===== config.mk =====
export PLATFORM = sky130hd
export DESIGN_NAME = sso_top
export DESIGN_NICKNAME = d
export VERILOG_FILES = /design/src/sso_bus_watch.v /design/src/sso_top.v
export VERILOG_INCLUDE_DIRS = /design/src
export SDC_FILE = /design/constraint.sdc
export NUM_CORES = 1
export LEC_CHECK = 0
export ABC_CLOCK_PERIOD_IN_PS = 7200
export CAP_MARGIN = 20
export CORE_MARGIN = 2
export CORE_UTILIZATION = 60
export DETAILED_ROUTE_END_ITERATION = 6
export DONT_BUFFER_PORTS = 1
export GPL_TIMING_DRIVEN = 0
export PLACE_DENSITY = 0.74
export SLEW_MARGIN = 15
export SYNTH_ARGS = -nofsm -noshare
export SYNTH_HDL_FRONTEND = slang
export SYNTH_HIERARCHICAL = 1
export SYNTH_SLANG_ARGS = --single-unit

===== constraint.sdc =====
create_clock -name core_clk -period 7.2 [get_ports core_clk]
set_input_delay 0.72 -clock core_clk [delete_from_list [all_inputs] [get_ports core_clk]]
set_output_delay 0.72 -clock core_clk [all_outputs]
set_load 0.005 [all_outputs]

===== src/sso_consts.vh =====
// Constants for the supply supervisor output logic
`ifndef SSO_CONSTS_VH
`define SSO_CONSTS_VH
// ----------------------------------------
// Timebase
// ----------------------------------------
`define SSO_CLK_PERIOD_PS    5000
`define SSO_CLK_PER_MS       200000
// ----------------------------------------
// Power-up hold times, milliseconds, by select code
// ----------------------------------------
`define SSO_PURST_MS_0       50
`define SSO_PURST_MS_1       200
`define SSO_PURST_MS_2       400
`define SSO_PURST_MS_3       800
// ----------------------------------------
// Watchdog timeouts, milliseconds, by select code (3 = off)
// ----------------------------------------
`define SSO_WDT_MS_0         25
`define SSO_WDT_MS_1         200
`define SSO_WDT_MS_2         1400
`define SSO_WDT_OFF          2'h3
// ----------------------------------------
// Counter width, holds the longest count
// ----------------------------------------
`define SSO_CNT_W            32
`endif


===== src/sso_bus_watch.v =====
// Two-wire bus watcher: start, stop and restart pulse for the watchdog
`timescale 1ns/1ps
`default_nettype none
module sso_bus_watch (
  input  wire core_clk,
  input  wire rst_n,
  input  wire scl_in,
  input  wire sda_in,
  input  wire write_protect,
  output reg  wdt_kick,
  output reg  write_req
);
  reg scl_q;
  reg sda_q;
  reg in_frame_q;
  reg fell_q;
  reg [3:0] bitcnt_q;
  reg rw_q;
  wire start_c = scl_in & scl_q & sda_q & ~sda_in;
  wire stop_c  = scl_in & scl_q & ~sda_q & sda_in;
  always @(posedge core_clk or negedge rst_n) begin
    if (!rst_n) begin
      scl_q      <= 1'b1;
      sda_q      <= 1'b1;
      in_frame_q <= 1'b0;
      fell_q     <= 1'b0;
      bitcnt_q   <= 4'h0;
      rw_q       <= 1'b0;
      wdt_kick   <= 1'b0;
      write_req  <= 1'b0;
    end else begin
      // Inputs are never gated, so every edge is seen
      scl_q     <= scl_in; // [RULE_12]
      sda_q     <= sda_in;
      wdt_kick  <= 1'b0;
      write_req <= 1'b0;
      if (start_c) begin
        in_frame_q <= 1'b1;
        fell_q     <= 1'b0;
        bitcnt_q   <= 4'h0;
      end else if (stop_c) begin
        // Start, clock low, clock high, stop restarts the timer
        wdt_kick   <= in_frame_q & fell_q; // [RULE_08] [RULE_14]
        // A write frame is dropped while protection is high
        write_req  <= in_frame_q & ~rw_q & (bitcnt_q > 4'h8) & ~write_protect; // [RULE_11]
        in_frame_q <= 1'b0;
      end else if (in_frame_q && scl_q && !scl_in) begin
        fell_q <= 1'b1;
      end else if (in_frame_q && !scl_q && scl_in) begin
        if (bitcnt_q == 4'h7)
          rw_q <= sda_in;
        if (bitcnt_q != 4'hf)
          bitcnt_q <= bitcnt_q + 4'h1;
      end
    end
  end
endmodule // sso_bus_watch
`default_nettype wire


===== src/sso_top.v =====
// Supply supervisor outputs: fail flags, reset timing and watchdog
// Operation
// [RULE_01] Supply two fail follows its comparator
// [RULE_02] Supply three fail follows its comparator
// [RULE_03] Early low flag follows main comparator
// [RULE_04] Manual reset holds reset plus hold time
// [RULE_05] Active-high variant drives reset push-pull
// [RULE_06] Active-low variant pulls open-drain reset low
// [RULE_07] Power-up keeps reset for hold time
// [RULE_08] Start, clock toggle, stop restarts watchdog
// [RULE_09] No restart within timeout fires watchdog
// [RULE_10] Watchdog output active-low open-drain
// [RULE_11] Write protect rejects all bus writes
// [RULE_12] Data input always observed, never gated
// [RULE_13] Two control bits select watchdog timeout
// [RULE_14] Any read or write restarts watchdog
// [RULE_15] Hold counter restarts on every reset cause
`timescale 1ns/1ps
`default_nettype none
`include "sso_consts.vh"
module sso_top #(
  parameter ACTIVE_HIGH_RST = 0,
  parameter CLK_PER_MS      = `SSO_CLK_PER_MS
) (
  input  wire       core_clk,
  input  wire       rst_n,
  input  wire       main_supply_ok,
  input  wire       supply2_ok,
  input  wire       supply3_ok,
  input  wire       manual_reset_n,
  input  wire       scl_in,
  input  wire       sda_in,
  input  wire       write_protect,
  input  wire [1:0] purst_sel,
  input  wire [1:0] wdt_sel,
  output reg        supply2_fail_n,
  output wire       supply2_fail_oe,
  output reg        supply3_fail_n,
  output wire       supply3_fail_oe,
  output reg        early_low_supply_n,
  output reg        sys_reset_out,
  output wire       sys_reset_oe,
  output reg        watchdog_out_n,
  output wire       watchdog_out_oe,
  output wire       write_req
);
  // ----------------------------------------
  // Cycle counts
  // ----------------------------------------
  localparam [31:0] PU0 = `SSO_PURST_MS_0 * CLK_PER_MS;
  localparam [31:0] PU1 = `SSO_PURST_MS_1 * CLK_PER_MS;
  localparam [31:0] PU2 = `SSO_PURST_MS_2 * CLK_PER_MS;
  localparam [31:0] PU3 = `SSO_PURST_MS_3 * CLK_PER_MS;
  localparam [31:0] WD0 = `SSO_WDT_MS_0 * CLK_PER_MS;
  localparam [31:0] WD1 = `SSO_WDT_MS_1 * CLK_PER_MS;
  localparam [31:0] WD2 = `SSO_WDT_MS_2 * CLK_PER_MS;

  // ----------------------------------------
  // State and next values
  // ----------------------------------------
  localparam [1:0] WD_HOLD  = 2'h0;
  localparam [1:0] WD_RUN   = 2'h1;
  localparam [1:0] WD_FIRED = 2'h2;

  reg  [`SSO_CNT_W-1:0] hold_q;
  reg  [`SSO_CNT_W-1:0] hold_d;
  reg                   rst_act_q;
  reg                   rst_act_d;
  reg  [`SSO_CNT_W-1:0] wdt_q;
  reg  [`SSO_CNT_W-1:0] wdt_d;
  reg  [1:0]            wd_state_q;
  reg  [1:0]            wd_state_d;
  reg  [`SSO_CNT_W-1:0] hold_lim;
  reg  [`SSO_CNT_W-1:0] wdt_lim;
  reg  [2:0]            flag_q;
  wire [2:0]            cmp_ok;
  wire [`SSO_CNT_W-1:0] hold_nxt;
  wire [`SSO_CNT_W-1:0] wdt_nxt;
  wire                  hold_done;
  wire                  wdt_done;
  wire                  wdt_off;
  wire                  kick;
  wire                  cause;

  assign cmp_ok    = {main_supply_ok, supply2_ok, supply3_ok};
  assign hold_nxt  = hold_q + 32'h1;
  assign wdt_nxt   = wdt_q + 32'h1;
  assign hold_done = (hold_nxt >= hold_lim);
  assign wdt_done  = (wdt_nxt >= wdt_lim);
  assign wdt_off   = (wdt_sel == `SSO_WDT_OFF);
  // Either cause restarts the hold count from zero
  assign cause     = ~main_supply_ok | ~manual_reset_n;

  sso_bus_watch u_watch (
    .core_clk      (core_clk),
    .rst_n         (rst_n),
    .scl_in        (scl_in),
    .sda_in        (sda_in),
    .write_protect (write_protect),
    .wdt_kick      (kick),
    .write_req     (write_req)
  );

  // ----------------------------------------
  // Hold time select
  // ----------------------------------------
  always @* begin
    case (purst_sel)
      2'h0:    hold_lim = PU0;
      2'h1:    hold_lim = PU1;
      2'h2:    hold_lim = PU2;
      default: hold_lim = PU3;
    endcase
  end

  // ----------------------------------------
  // Watchdog timeout select
  // ----------------------------------------
  always @* begin
    case (wdt_sel) // [RULE_13]
      2'h0:    wdt_lim = WD0;
      2'h1:    wdt_lim = WD1;
      default: wdt_lim = WD2;
    endcase
  end

  // ----------------------------------------
  // Supply flags
  // ----------------------------------------
  // Flags come out of flops, one cycle behind the comparators, no hold time
  genvar gi;
  generate
    for (gi = 0; gi < 3; gi = gi + 1) begin : g_flag
      always @(posedge core_clk or negedge rst_n) begin
        if (!rst_n)
          flag_q[gi] <= 1'b0;
        else
          flag_q[gi] <= cmp_ok[gi];
      end
    end
  endgenerate

  always @* begin
    supply3_fail_n     = flag_q[0]; // [RULE_02]
    supply2_fail_n     = flag_q[1]; // [RULE_01]
    early_low_supply_n = flag_q[2]; // [RULE_03]
  end
  assign supply2_fail_oe = ~flag_q[1];
  assign supply3_fail_oe = ~flag_q[0];

  // ----------------------------------------
  // Reset hold
  // ----------------------------------------
  always @* begin
    hold_d    = hold_q;
    rst_act_d = rst_act_q;
    if (cause) begin
      hold_d    = {`SSO_CNT_W{1'b0}}; // [RULE_15]
      rst_act_d = 1'b1; // [RULE_04]
    end else if (rst_act_q) begin
      hold_d = hold_nxt;
      if (hold_done) // [RULE_07]
        rst_act_d = 1'b0;
    end
  end

  always @(posedge core_clk or negedge rst_n) begin
    if (!rst_n) begin
      hold_q    <= {`SSO_CNT_W{1'b0}};
      rst_act_q <= 1'b1;
    end else begin
      hold_q    <= hold_d;
      rst_act_q <= rst_act_d;
    end
  end

  // Active-high variant always drives; active-low variant only sinks
  always @* begin
    sys_reset_out = ACTIVE_HIGH_RST ? rst_act_q : 1'b0; // [RULE_05] [RULE_06]
  end
  assign sys_reset_oe = ACTIVE_HIGH_RST ? 1'b1 : rst_act_q;

  // ----------------------------------------
  // Watchdog
  // ----------------------------------------
  // The timer stays still while system reset is held, so the host boots first
  always @* begin
    wd_state_d = wd_state_q;
    wdt_d      = wdt_q;
    case (wd_state_q)
      WD_HOLD: begin
        wdt_d = {`SSO_CNT_W{1'b0}};
        if (!rst_act_q && !wdt_off)
          wd_state_d = WD_RUN;
      end
      WD_RUN: begin
        if (wdt_done)
          wd_state_d = WD_FIRED; // [RULE_09]
        else
          wdt_d = wdt_nxt;
      end
      WD_FIRED: wd_state_d = WD_FIRED;
      default:  wd_state_d = WD_HOLD;
    endcase
    // Service, reset or disable override every state
    if (kick || rst_act_q || wdt_off) begin
      wd_state_d = WD_HOLD;
      wdt_d      = {`SSO_CNT_W{1'b0}};
    end
  end

  always @(posedge core_clk or negedge rst_n) begin
    if (!rst_n) begin
      wd_state_q     <= WD_HOLD;
      wdt_q          <= {`SSO_CNT_W{1'b0}};
      watchdog_out_n <= 1'b1;
    end else begin
      wd_state_q     <= wd_state_d;
      wdt_q          <= wdt_d;
      watchdog_out_n <= (wd_state_d != WD_FIRED); // [RULE_10]
    end
  end
  assign watchdog_out_oe = ~watchdog_out_n; // [RULE_10]
endmodule // sso_top
`default_nettype wire


### Yosys cells after proc, flatten, opt, wreduce, memory -nomap -nowiden

Cells that the tools add are included.

* bits in registers: 82
* input port bits: 13
* output and inout bits: 10
* word-level logic and storage cells: 108

* add/subtract/negate cells: 3
* order comparisons: 3
* equal/unequal tests: 12
* muxes and demuxes: 28
* bitwise gates (word level): 22
* reduce and logical (&&, ||, !) cells: 24

Operator list (count)
* $mux 32: 4
* $pmux 28 s3: 1
* $add 32x1->32 const B: 2
* $ge 32x32->1: 2
* $pmux 32 s2: 1
* $pmux 29 s2: 1
* $mux 4: 5
* $mux 1: 12
* $not 1->1: 12
* $reduce_bool 2->1: 5
* $and 1x1->1: 9
* $eq 2x1->1 const B: 3
* $eq 2x2->1 const B: 3
* $logic_not 2->1: 3
* $mux 2: 3
* $pmux 2 s3: 1
* $logic_and 1x1->1: 5
* $reduce_and 5->1: 1
* $add 4x1->4 const B: 1
* $eq 4x3->1 const B: 1
* $gt 4x4->1 const B: 1
* $logic_not 1->1: 4
* $ne 2x1->1 const B: 2
* $ne 4x4->1 const B: 1
* 7 further kinds: 9

### Logic depth before layout (Yosys ltp)

Gate-level depths: netlist (run 1).

* depth in word-level cells: 7
* mapped depth: 17
* depth with buffers taken out: 15

### Hierarchy

The synthesis (run 1) kept the hierarchy.

By module, submodules not included
* sso_top: instances 1, cells each 605, area each 5363.9 µm²
* sso_bus_watch: instances 1, cells each 46, area each 509.2 µm²

### Least setup slack after synthesis (run 1)

Ideal clock, no wire load.

* path kind: reg2reg
* start point: reg wdt_q[0]
* end point: reg wdt_q[2]
* arrival: 3820 ps
* data required time: 7078 ps
* path slack: 3259 ps
* cell stages (with the launch flop): 17
* buffers on the path: 2
* cells stage by stage: dfrtp_1 ha_1 nand4_4 or4_1 clkbuf_2 or3_2 xnor2_1 ha_1 a211o_1 a31oi_1 o21ai_0 nand4b_1 a21oi_1 and3_1 buf_4 nand4_1 a32o_1

* word-level cells in the longest chain between the ends: 4
* elaborated cells on any way between the ends: 7
* classes of those cells: add/sub: 1; order compare: 1; eq/ne: 1; mux: 3; reduce/logical: 1

Ends and longest elaborated chain
* start, declared: line sso_top.v:69 `` reg [`SSO_CNT_W-1:0] wdt_q; ``
* start signal, assigned: line sso_top.v:215 `` wdt_q <= {`SSO_CNT_W{1'b0}}; ``
* start signal, assigned: line sso_top.v:219 `wdt_q <= wdt_d;`
* $add 32x1->32 (*): line sso_top.v:87 `assign wdt_nxt = wdt_q + 32'h1;`
* $ge 32x32->1 or $mux 32 (tied branches): line sso_top.v:89, sso_top.v:197
* $ne 3x3->1 (no line) or $pmux 32 s2 (tied branches)
* $reduce_and 2->1 (no line) or $mux 32 (tied branches)

Mark *: on every way between the ends. The rest lies on a longest branch, timed or not. The select of a mux whose other input is x is not followed.
A chain may end at the register's enable or synchronous reset.

### Worst setup path in the final report (run 1)

* start point: reg wdt_q[0]
* end point: reg wdt_q[10]

The elaborated chain is that of the path after synthesis.

==> key figures, run 1 <==
Clock network
  – CTS Buffer Depth: 2
  – Clk sinks: 82
  – Reg clk slew, reported paths: 0.10 ns
  – CTS tree: yes
  – Skew-Pair Late Insertion Delay: 0.37 ns
  – TritonCTS buffer count: 9
  – H-tree lvl count: 3
  – Root Buffer: clkbuf_8
  – Hold_buf cts: 0
  – Post-CTS setup buffers: 0
  – Resized cells post-CTS: 0

Placement
  – I/O Buffers: 0
  – Post-DP HPWL: just under 10000 µm
  – Worst slack, placed: around 2.5 ns
  – Cell area after placement: roughly 0.0060 mm²
  – GPL Wtd Cong: a little under 1

Logic synthesis
  – Post-Syn Area: approximately 0.0059 mm²
  – Largest family of logic cells by synthesized area: simple AND/OR/NAND/NOR gates
  – Synth area leaders: dfrtp_1 (33%), ha_1 (9.8%), xor2_1 (6.4%)
  – Post-Synthesis Cells: about 650
  – Count of state elements after synthesis: just over 80
  – Sequential area share after synthesis: a little over a third
  – Post-Synth Adder-Cell Area: between 9 and 10%
  – Synth area leader: dfrtp_1
  – Synth Net Count: between 700 and 800
  – Synth warn: 6
  – Distinct cells, synth: 78
  – Ys async rst share: 100%
  – Area fraction in compound gates after synthesis: 14.1%
  – Synth top area share: roughly 33%
  – Synth Area in XOR/XNOR: between 10% and 20%
  – Post-synth EDFFs: 0
  – Post-synthesis mux area share: about 1.1%
  – Mean Syn Cell Area: 9.02 µm²
  – Synth Flop Type: dfrtp_1
  – Post-synthesis simple-gate area fraction: 25.0%

Die
  – Io pins: 23
  – Starting Density: roughly three fifths
  – DIE WIDTH: about 100 µm
  – Die Footprint: approximately 0.011 mm²
  – Row Count: 36
  – Core ar.: slightly below 0.01 mm²
  – Die height: 103 µm

Global routing
  – Initial antenna violation count: 0
  – GR Util met3: approximately 5.4%
  – Remaining global-route overflow: 0
  – Met1 Resource Use GR: about a third
  – Gr busiest metal: met2
  – Pin count of the biggest net entering global routing: slightly above 80
  – Global routing met2 resource utilization: about 44%
  – Vias in the first global route: roughly 4.6k
  – Tot GR Track Use: around 27%
  – First-pass GRT wire length: between 20000 and 25000 µm

Timing
  – Worst Hold Slack: between 0.03 and 0.04 ns
  – Unrepaired setup endpoints after global routing: no
  – Setup TNS after final layout: 0 ns
  – Final period utilization: 67.2%
  – Count of final setup violators: 0
  – Setup ws final: 2.36 ns
  – Slew Limit Fails: 0
  – Final Hold Vio Count: 0
  – Clock period minus worst slack: just under 5 ns
  – Actual slew at the worst max-slew pin: 0.978 ns
  – Setup Skew: 0.0136 ns
  – Slew HR: 34.2%
  – Max Fclk: around 210 MHz

Power
  – Peak VDD IR: around 0.14 mV
  – Leak pwr: about 0.0028 µW
  – P per Cell Area: roughly 140 mW/mm²

Detailed routing
  – Iteration-0 DRC Markers: between 200 and 300
  – WL/cell: 16.8 µm
  – DR vias: slightly below 5k
  – Number of vias per cell: 6.03
  – Drt pass-1 iters: 7
  – Post-Route WL: 13400 µm
  – Final ANT Viol Nets: 0
  – Number of remaining DRC errors: 0

Layout
  – Core Util, Final: 64.8%
  – Design Area, Final: 0.00624 mm²
  – Layout cell share with drive strength beyond 1: ~10%
  – Synthesis-to-layout area growth: 6.31%
  – Diode count: 0
  – Multi-input gate area: 0.00359 mm²
  – Filler Cells Inserted: approximately 850
  – NumNets Final: 721
  – Reg area: 0.00206 mm²

Worst setup path
  – Top delay family on crit path: simple AND/OR/NAND/NOR gates
  – Worst path cell trace: ha_1 > nand4_4 > nor4_2 > and3_1 > and3_1 > nand4_1 > xnor2_1 > ha_1 > a31oi_1 > nor2_1 > o22ai_1 > nand3_1 > nor3_4 > buf_6 > a22o_2
  – CP Data Arrival Time: between 5 and 6 ns
  – Reg-to-reg slack, setup: ~2.4 ns
  – Buf/Inv on CP: 1
  – Worst setup EP type: flip-flop
  – Highest-delay cell along the critical path: nor4_2
  – CP required: 7.50 ns
  – Worst setup path class: flip-flop to flip-flop
  – Maximum fanout along the worst path: 10
  – R2R depth: 15
  – WP depth: 15
  – Startpoint type of the worst setup path: flip-flop
  – Crit path largest cell delay: around 0.89 ns

Run
  – Max_cap viols: 0

Worst hold path
  – Hold Path Class: input port to async pin

Run status
  – Outcome: complete, no violations
==> where the power goes <==
group	internal [µW]	switching (µW)
Combinational	25.0	30.9
Sequential	473	13.4
Clock	173	181
Total	671	225
==> final timing paths <==
check / to / from
setup / recovery: wdt_q[10] / wdt_q[0]
hold / removal: wdt_q[19] / rst_n
setup reg to reg: wdt_q[10] / wdt_q[0]
hold reg to reg: wd_state_q[1] / wd_state_q[0]
max in group asynchronous: sys_reset_oe / rst_n
min in group core_clk: u_watch/sda_q / sda_in
==> per-layer routing <==
layer	vias to the layer above	wire length (µm)
met5	-	0
met2	120	6460
li1	2371	-
met4	0	301
met1	2310	6010
met3	22	667
==> kinds of logic after synthesis <==
logic type,after synthesis
compound gates,115
buf+inv,49
other cells,1
simple gates,278
flops,82
mux,6
fa+ha+maj,46
xor+xnor,74
==> sequential cells by signal, summed over array words and instances, names as in the netlist <==
signal / flops
u_watch/rw_q: 1
u_watch/write_req: 1
wdt_q: 32
supply3_fail_n: 1
u_watch/bitcnt_q: 4
early_low_supply_n: 1
u_watch/fell_q: 1
u_watch/in_frame_q: 1
u_watch/sda_q: 1
hold_q: 32
wd_state_q: 2
watchdog_out_n: 1
sys_reset_oe: 1
u_watch/scl_q: 1
supply2_fail_n: 1
u_watch/wdt_kick: 1
==> area by class of cell <==
type	instances	share of cell area, %
sequential	82	32.9
inverter	22	1.32
buffer	27	2.30
tap	133	2.67
clock buffer	11	2.26
clock inverter	5	1.00
multi-input combinational	520	57.5
==> cells in the mapped netlist, drive strengths merged (17+ instances only) <==
cell    count
xnor2      31
nand4      30
o21ai      22
ha         46
nand2      64
and3       17
clkbuf     18
xor2       43
nand3      26
a21oi      18
inv        22
dfrtp      78
nor2       74
==> per-stage QoR <==
stage | total power, µW | std cells
after floorplan | 535 | 651
after global placement | 546 | 784
after detailed placement | 551 | 784
after CTS | 905 | 800
after global routing | 935 | 800
final | 896 | 800
==> layout by cell type, fill, tap and decap left out, types with 3 or more instances in the layout <==
master / count
o21a_1: 3
clkbuf_1: 17
dfrtp_1: 78
xor2_1: 43
o21ai_0: 21
o31ai_1: 5
xnor2_1: 31
and3_1: 17
a21oi_1: 18
nor2_1: 74
a21o_1: 5
mux2i_1: 4
a31oi_1: 14
inv_1: 22
nor2b_1: 5
and4_1: 7
o211ai_1: 3
nor3_1: 14
o41ai_1: 3
a31o_2: 5
dfstp_2: 4
nand2_1: 63
nand3_1: 25
a22o_2: 10
a211oi_1: 3
or3_1: 7
clkbuf_8: 11
nand4_1: 29
and2_1: 6
nand3b_1: 3
buf_2: 4
nor4_1: 3
buf_4: 3
ha_1: 46
==> worst reg2reg max path: stages (launching register included) <==
cell	delay [ns]
dfrtp_1	0.43
ha_1	0.31
nand4_4	0.15
nor4_2	0.89
and3_1	0.31
and3_1	0.28
nand4_1	0.13
xnor2_1	0.32
ha_1	0.36
a31oi_1	0.16
nor2_1	0.06
o22ai_1	0.24
nand3_1	0.26
nor3_4	0.51
buf_6	0.23
a22o_2	0.14
(Power assumes the default switching activity.)
==> inputs of run 2 (changes only) <==
--- a/config.mk
+++ b/config.mk
@@ -6,14 +6,14 @@
 export SDC_FILE = /design/constraint.sdc
 export NUM_CORES = 1
 export LEC_CHECK = 0
-export ABC_CLOCK_PERIOD_IN_PS = 7200
+export ABC_CLOCK_PERIOD_IN_PS = 4000
 export CAP_MARGIN = 20
 export CORE_MARGIN = 2
-export CORE_UTILIZATION = 60
+export CORE_UTILIZATION = 59
 export DETAILED_ROUTE_END_ITERATION = 6
 export DONT_BUFFER_PORTS = 1
 export GPL_TIMING_DRIVEN = 0
-export PLACE_DENSITY = 0.74
+export PLACE_DENSITY = 0.76
 export SLEW_MARGIN = 15
 export SYNTH_ARGS = -nofsm -noshare
 export SYNTH_HDL_FRONTEND = slang
==> constraint.sdc (replaced) <==
create_clock -name core_clk -period 4 [get_ports core_clk]
set_input_delay 0.4 -clock core_clk [delete_from_list [all_inputs] [get_ports core_clk]]
set_output_delay 0.4 -clock core_clk [all_outputs]
set_load 0.005 [all_outputs]
==> run 2 against run 1 <==
Compared with the run above:
- final cell count grew 4.0%
- sequential share of layout area is 2.4 points lower
- critical endpoint is now wdt_q[11]
- hold slack better by 0.0097 ns
- highest routed layer unchanged
- largest cell class unchanged
- combinational power increased by 120%
- critical path type unchanged
- die area is 1.6% higher
==> key figures, run 2 (synthesis results as in run 1) <==
Worst setup path
  – Worst setup path class: flip-flop to flip-flop (unchanged)
  – Startpoint type of the worst setup path: flip-flop (unchanged)
  – CP required: 4.26 ns (was 7.50 ns)
  – Maximum fanout along the worst path: 5 (was 10)
  – Reg-to-reg slack, setup: 0.12 ns (was 2.36 ns)
  – CP Data Arrival Time: 4.14 ns (was 5.14 ns)
  – Worst setup EP type: flip-flop (unchanged)

Die
  – Row Count: 36 (unchanged)
  – Die height: 104 µm (was 103 µm)
  – Die Footprint: 0.0108 mm² (was 0.0106 mm²)
  – Core ar.: 0.00973 mm² (was 0.00964 mm²)
  – Starting Density: 60.4% (was 60.9%)
  – DIE WIDTH: 104 µm (was 103 µm)
  – Io pins: 23 (unchanged)

Worst hold path
  – Hold Path Class: input port to flip-flop (was input port to async pin)

Global routing
  – Initial antenna violation count: 0 (unchanged)
  – Remaining global-route overflow: 0 (unchanged)
  – Pin count of the biggest net entering global routing: 83 (unchanged)
  – Tot GR Track Use: 27.0% (was 27.1%)
  – First-pass GRT wire length: 23600 µm (was 22300 µm)
  – Vias in the first global route: 5044 (was 4577)

Placement
  – I/O Buffers: 0 (unchanged)
  – Cell area after placement: 0.00604 mm² (unchanged)
  – Post-DP HPWL: 9780 µm (was 9850 µm)
  – GPL Wtd Cong: 0.943 (was 0.967)

Layout
  – Most common cell after layout, fill and taps aside: nor2_1 (was dfrtp_1)
  – Reg area: 0.00206 mm² (about the same)
  – NumNets Final: 753 (was 721)
  – Largest registers: hold_q: 32 flops, wdt_q: 32 flops, u_watch/bitcnt_q: 4 flops (unchanged)
  – Layout cell share with drive strength beyond 1: 18.2% (was 10.3%)
  – Core Util, Final: 69.4% (was 64.8%)
  – Synthesis-to-layout area growth: 14.9% (was 6.31%)
  – Diode count: 0 (unchanged)
  – Filler Cells Inserted: 778 (was 851)
  – Most frequent cells in the layout: nor2_1 (73), dfrtp_1 (72), nand2_1 (61) (was dfrtp_1 (78), nor2_1 (74), nand2_1 (63))
  – Multi-input gate area: 0.00377 mm² (was 0.00359 mm²)
  – Design Area, Final: 0.00675 mm² (was 0.00624 mm²)

Run
  – Max_cap viols: 0 (unchanged)

Timing
  – Setup Skew: 0.0160 ns (was 0.0136 ns)
  – Final period utilization: 97.0% (was 67.2%)
  – Count of final setup violators: 0 (unchanged)
  – Actual slew at the worst max-slew pin: 0.640 ns (was 0.978 ns)
  – Final Hold Vio Count: 0 (unchanged)
  – Slew HR: 57.0% (was 34.2%)
  – Max Fclk: 258 MHz (was 207 MHz)
  – Clock period minus worst slack: 3.88 ns (was 4.84 ns)
  – Slew Limit Fails: 0 (unchanged)

Clock network
  – CTS Buffer Depth: 2 (unchanged)
  – Root Buffer: clkbuf_8 (unchanged)
  – CTS tree: yes (unchanged)
  – Skew-Pair Late Insertion Delay: 0.37 ns (about the same)
  – Reg clk slew, reported paths: 0.10 ns (about the same)
  – Clk sinks: 82 (unchanged)
  – H-tree lvl count: 3 (unchanged)
  – TritonCTS buffer count: 9 (unchanged)

Detailed routing
  – WL/cell: 17.5 µm (was 16.8 µm)
  – Iteration-0 DRC Markers: 196 (was 258)
  – Drt pass-1 iters: 6 (was 7)
  – Post-Route WL: 14500 µm (was 13400 µm)
  – Final ANT Viol Nets: 0 (unchanged)
  – Number of vias per cell: 6.21 (was 6.03)
  – DR vias: 5164 (was 4823)
  – Number of remaining DRC errors: 0 (unchanged)

Power
  – P per Cell Area: 255 mW/mm² (was 144 mW/mm²)
  – Leak pwr: 0.00309 µW (was 0.00279 µW)
  – Peak VDD IR: 0.234 mV (was 0.141 mV)

Run status
  – Outcome: complete, no violations (unchanged)
[run 2: cell count changes in the layout (fill, tap and decap cells not counted), sizes merged]
cell,previous run,this run
buf,9,38
dlygate4sd3,0,3
bufinv,1,2
clkinvlp,2,1
clkinv,0,1
inv,24,23
[run 2: path summary, 6_finish.rpt]
kind                                startpoint            endpoint  cells past startpoint
max in group asynchronous                rst_n      watchdog_out_n                      2
worst min register to register  u_watch/fell_q      u_watch/fell_q                      2
worst min-delay path            main_supply_ok  early_low_supply_n                      0
min in group asynchronous                rst_n           wdt_q[22]                      2
worst max register to register        wdt_q[0]           wdt_q[11]                     16
worst max-delay path                  wdt_q[0]           wdt_q[11]                     16
[run 2: report_power, final]
| group | switching, µW | internal [µW] | total (µW) |
|---|---|---|---|
| combinational | 74.1 | 51.2 | 125 |
| clock | 329 | 389 | 718 |
| sequential | 23.6 | 852 | 876 |
| total | 427 | 1290 | 1720 |
[run 2: timing repair]
item / in CTS / in global routing
pin swaps: 9 / 19
setup endpoints to repair: 36 / 35
resized for setup: 29 / 20
hold buffers: 2 / 2
buffers inserted: 16 / 12
cloned: 1 / 0
hold endpoints to repair: 82 / 2
[run 2: worst max-delay path, cell delays in order, from the launching register on]
cell,delay (ns)
dfrtp_1,0.42
buf_6,0.13
nand3_4,0.09
or3_4,0.37
nor4_4,0.32
nand2_2,0.16
xnor2_2,0.18
ha_1,0.33
a211o_1,0.26
a31oi_1,0.16
o21ai_1,0.09
nand4b_1,0.20
a21oi_2,0.22
and3_4,0.27
a31oi_4,0.13
buf_6,0.18
a22o_2,0.25
[run 2: metal layers]
layer,wire (µm),vias to the layer above,GRT usage [%]
li1,-,2435,-
met1,6020,2530,32.4
met2,7440,161,47.3
met3,718,38,5.92
met4,373,0,10.5
met5,0,-,0
[run 2: final cells by class]
cell class | count | share of cell area, %
multi-input combinational | 520 | 55.8
sequential | 82 | 30.6
timing repair buffer | 33 | 4.25
tap | 133 | 2.47
clock buffer | 11 | 2.24
buffer | 26 | 2.15
clock inverter | 5 | 1.26
inverter | 22 | 1.22
[run 2: per-stage QoR]
stage / setup TNS (ns) / hold slack, ns / total power, µW / setup slack, ns / std cells
5_1_grt: -0.0775 / 0.0155 / 1790 / -0.0172 / 832
3_3_place_gp: -14.82 / 0.106 / 982 / -0.542 / 784
4_1_cts: 0 / 0.00373 / 1730 / 0.0206 / 819
6_report: 0 / 0.0441 / 1720 / 0.118 / 832
3_5_place_dp: -16.25 / 0.107 / 990 / -0.560 / 784
2_1_floorplan: 0 / 0.104 / 963 / 0.0586 / 651
==> inputs of run 3 (changes only) <==
--- a/config.mk
+++ b/config.mk
@@ -8,12 +8,14 @@
 export LEC_CHECK = 0
 export ABC_CLOCK_PERIOD_IN_PS = 4000
 export CAP_MARGIN = 20
+export CELL_PAD_IN_SITES_DETAIL_PLACEMENT = 1
+export CELL_PAD_IN_SITES_GLOBAL_PLACEMENT = 2
 export CORE_MARGIN = 2
-export CORE_UTILIZATION = 59
+export CORE_UTILIZATION = 37
 export DETAILED_ROUTE_END_ITERATION = 6
 export DONT_BUFFER_PORTS = 1
 export GPL_TIMING_DRIVEN = 0
-export PLACE_DENSITY = 0.76
+export PLACE_DENSITY = 0.75
 export SLEW_MARGIN = 15
 export SYNTH_ARGS = -nofsm -noshare
 export SYNTH_HDL_FRONTEND = slang
==> run 3 against run 2 <==
Compared with the run above:
- the flow now finishes with violations (DRC)
- total power grew 9.3%
- final cell count grew 11%
- global-route usage shrank 5.4 points
- sequential power is essentially flat
==> key figures, run 3 (synthesis results as in run 1) <==
Worst setup path
  – Maximum fanout along the worst path: 5 (unchanged)
  – Worst path cell trace: buf_6 > nand4_1 > or3_4 > nor4_4 > nand2_2 > xnor2_2 > ha_1 > a211o_1 > a31oi_2 > o21ai_1 > nand4b_1 > a21oi_2 > and3_4 > a31oi_4 > buf_6 > a22o_4 (was buf_6 > nand3_4 > or3_4 > nor4_4 > nand2_2 > xnor2_2 > ha_1 > a211o_1 > a31oi_1 > o21ai_1 > nand4b_1 > a21oi_2 > and3_4 > a31oi_4 > buf_6 > a22o_2)
  – Most used cell, CP: buf_6 (unchanged)
  – Top delay family on crit path: simple AND/OR/NAND/NOR gates (unchanged)
  – CP Data Arrival Time: 4.22 ns (was 4.14 ns)
  – Startpoint type of the worst setup path: flip-flop (unchanged)
  – WP depth: 16 (unchanged)
  – R2R depth: 16 (unchanged)
  – Crit path largest cell delay: 0.44 ns (was 0.42 ns)
  – CP required: 4.24 ns (was 4.26 ns)
  – Worst setup EP type: flip-flop (unchanged)
  – Buf/Inv on CP: 2 (unchanged)
  – Worst setup path class: flip-flop to flip-flop (unchanged)
  – Highest-delay cell along the critical path: or3_4 (was dfrtp_1)

Clock network
  – Clk sinks: 82 (unchanged)
  – Root Buffer: clkbuf_16 (was clkbuf_8)
  – Skew-Pair Late Insertion Delay: 0.36 ns (was 0.37 ns)
  – H-tree lvl count: 3 (unchanged)
  – TritonCTS buffer count: 9 (unchanged)
  – Reg clk slew, reported paths: 0.07 ns (was 0.10 ns)
  – CTS Buffer Depth: 2 (unchanged)
  – CTS tree: yes (unchanged)

Power
  – Peak VDD IR: 0.197 mV (was 0.234 mV)
  – Reg power frac: 46.6% (was 50.9%)
  – Sw frac: 28.2% (was 24.8%)
  – Clk pwr share: 46.7% (was 41.8%)
  – Combinational power share: 6.7% (was 7.3%)
  – P per Cell Area: 264 mW/mm² (was 255 mW/mm²)
  – Switching Power: 530 µW (was 427 µW)
  – Leak pwr: 0.00321 µW (was 0.00309 µW)
  – P_int: 1350 µW (was 1290 µW)

Detailed routing
  – Final ANT Viol Nets: 0 (unchanged)
  – Number of vias per cell: 5.52 (was 6.21)
  – WL/cell: 18.7 µm (was 17.5 µm)
  – Number of remaining DRC errors: 1 (was 0)
  – DR vias: 5118 (was 5164)
  – Post-Route WL: 17300 µm (was 14500 µm)
  – Iteration-0 DRC Markers: 293 (was 196)
  – Drt pass-1 iters: 7 (was 6)

Global routing
  – Pin count of the biggest net entering global routing: 83 (unchanged)
  – Remaining global-route overflow: 0 (unchanged)
  – Vias in the first global route: 5400 (was 5044)
  – Tot GR Track Use: 21.6% (was 27.0%)
  – First-pass GRT wire length: 28400 µm (was 23600 µm)
  – Initial antenna violation count: 0 (unchanged)

Layout
  – Largest registers: hold_q: 32 flops, wdt_q: 32 flops, u_watch/bitcnt_q: 4 flops (unchanged)
  – NumNets Final: 765 (was 753)
  – Synthesis-to-layout area growth: 21.0% (was 14.9%)
  – Design Area, Final: 0.00710 mm² (was 0.00675 mm²)
  – Most frequent cells in the layout: nor2_1 (73), dfrtp_1 (66), nand2_1 (61) (was nor2_1 (73), dfrtp_1 (72), nand2_1 (61))
  – Most common cell after layout, fill and taps aside: nor2_1 (unchanged)
  – Diode count: 0 (unchanged)
  – Core Util, Final: 45.2% (was 69.4%)
  – Layout cell share with drive strength beyond 1: 21.0% (was 18.2%)

Timing
  – Slew Limit Fails: 0 (unchanged)
  – Final Hold Vio Count: 0 (unchanged)
  – Max Fclk: 252 MHz (was 258 MHz)
  – Setup Skew: 0.00851 ns (was 0.0160 ns)
  – Unrepaired setup endpoints after global routing: yes
  – Slew HR: 59.0% (was 57.0%)
  – Clock period minus worst slack: 3.97 ns (was 3.88 ns)
  – Final period utilization: 99.3% (was 97.0%)
  – Actual slew at the worst max-slew pin: 0.615 ns (was 0.640 ns)
  – Count of final setup violators: 0 (unchanged)

Die
  – Core ar.: 0.0157 mm² (was 0.00973 mm²)
  – Row Count: 46 (was 36)
  – Die Footprint: 0.0169 mm² (was 0.0108 mm²)
  – Io pins: 23 (unchanged)
  – Starting Density: 37.4% (was 60.4%)
  – DIE WIDTH: 130 µm (was 104 µm)
  – Die height: 130 µm (was 104 µm)

Placement
  – I/O Buffers: 0 (unchanged)
  – Cell area after placement: 0.00614 mm² (was 0.00604 mm²)
  – Post-DP HPWL: 11900 µm (was 9780 µm)
  – GPL Wtd Cong: 0.876 (was 0.943)

Run
  – Max_cap viols: 0 (unchanged)

Run status
  – Outcome: finished, violations left (was complete, no violations)
  – Failing checks: DRC

Worst hold path
  – Hold Path Class: input port to flip-flop (unchanged)
  – Cell depth of the worst hold path: 0 (unchanged)
## run 3: final timing paths
kind	from	to	slack (ns)
setup / recovery	wdt_q[9]	wdt_q[10]	0.03
max in group asynchronous	rst_n	u_watch/sda_q	2.92
setup reg to reg	wdt_q[9]	wdt_q[10]	0.03
hold / removal	sda_in	u_watch/sda_q	0.03
min in group asynchronous	rst_n	wdt_q[8]	0.72
hold reg to reg	wd_state_q[0]	wd_state_q[1]	0.52
## run 3: per-stage QoR
step,hold WS (ns),worst slack [ns],power (µW),setup TNS [ns],std cells
finish,0.0323,0.0286,1880,0,927
global placement,0.107,-0.705,987,-20.59,867
detailed placement,0.108,-0.729,995,-21.28,867
global route,0.0124,-0.0970,1970,-1.59,927
CTS,0.0170,0.0108,1910,0,909
floorplan,0.104,0.0586,963,0,651
## run 3: area by class of cell
cell class | count | area, µm²
multi-input cells | 520 | 3840
flip-flops and latches | 82 | 2070
clock inverters | 7 | 86.3
inverters | 22 | 82.6
plain buffers | 27 | 163
repair buffers | 44 | 360
well taps | 216 | 270
fillers | 1801 | 8610
clock buffers | 9 | 225
## run 3: timing repair
item | 4_1_cts | 5_1_grt
setup buffers | 23 | 18
setup endpoints to repair | 36 | 33
hold buffers | 2 | 0
cloned | 1 | 0
pin swaps | 13 | 26
hold endpoints to repair | 82 | 0
gates resized for setup | 38 | 26
## run 3: power groups by stage
stage,combinational (µW),sequential (µW),clock [µW]
after CTS,128,876,907
after global routing,150,880,938
final,126,876,877
after floorplan,78.1,885,0
after global placement,97.1,890,0
after detailed placement,103,892,0
## run 3: layer usage
| layer | wire length (µm) | GRT usage, % |
|---|---|---|
| met4 | 338 | 5.57 |
| met5 | 0 | 0 |
| met2 | 8880 | 39.3 |
| met3 | 488 | 4.18 |
| met1 | 7590 | 26.1 |
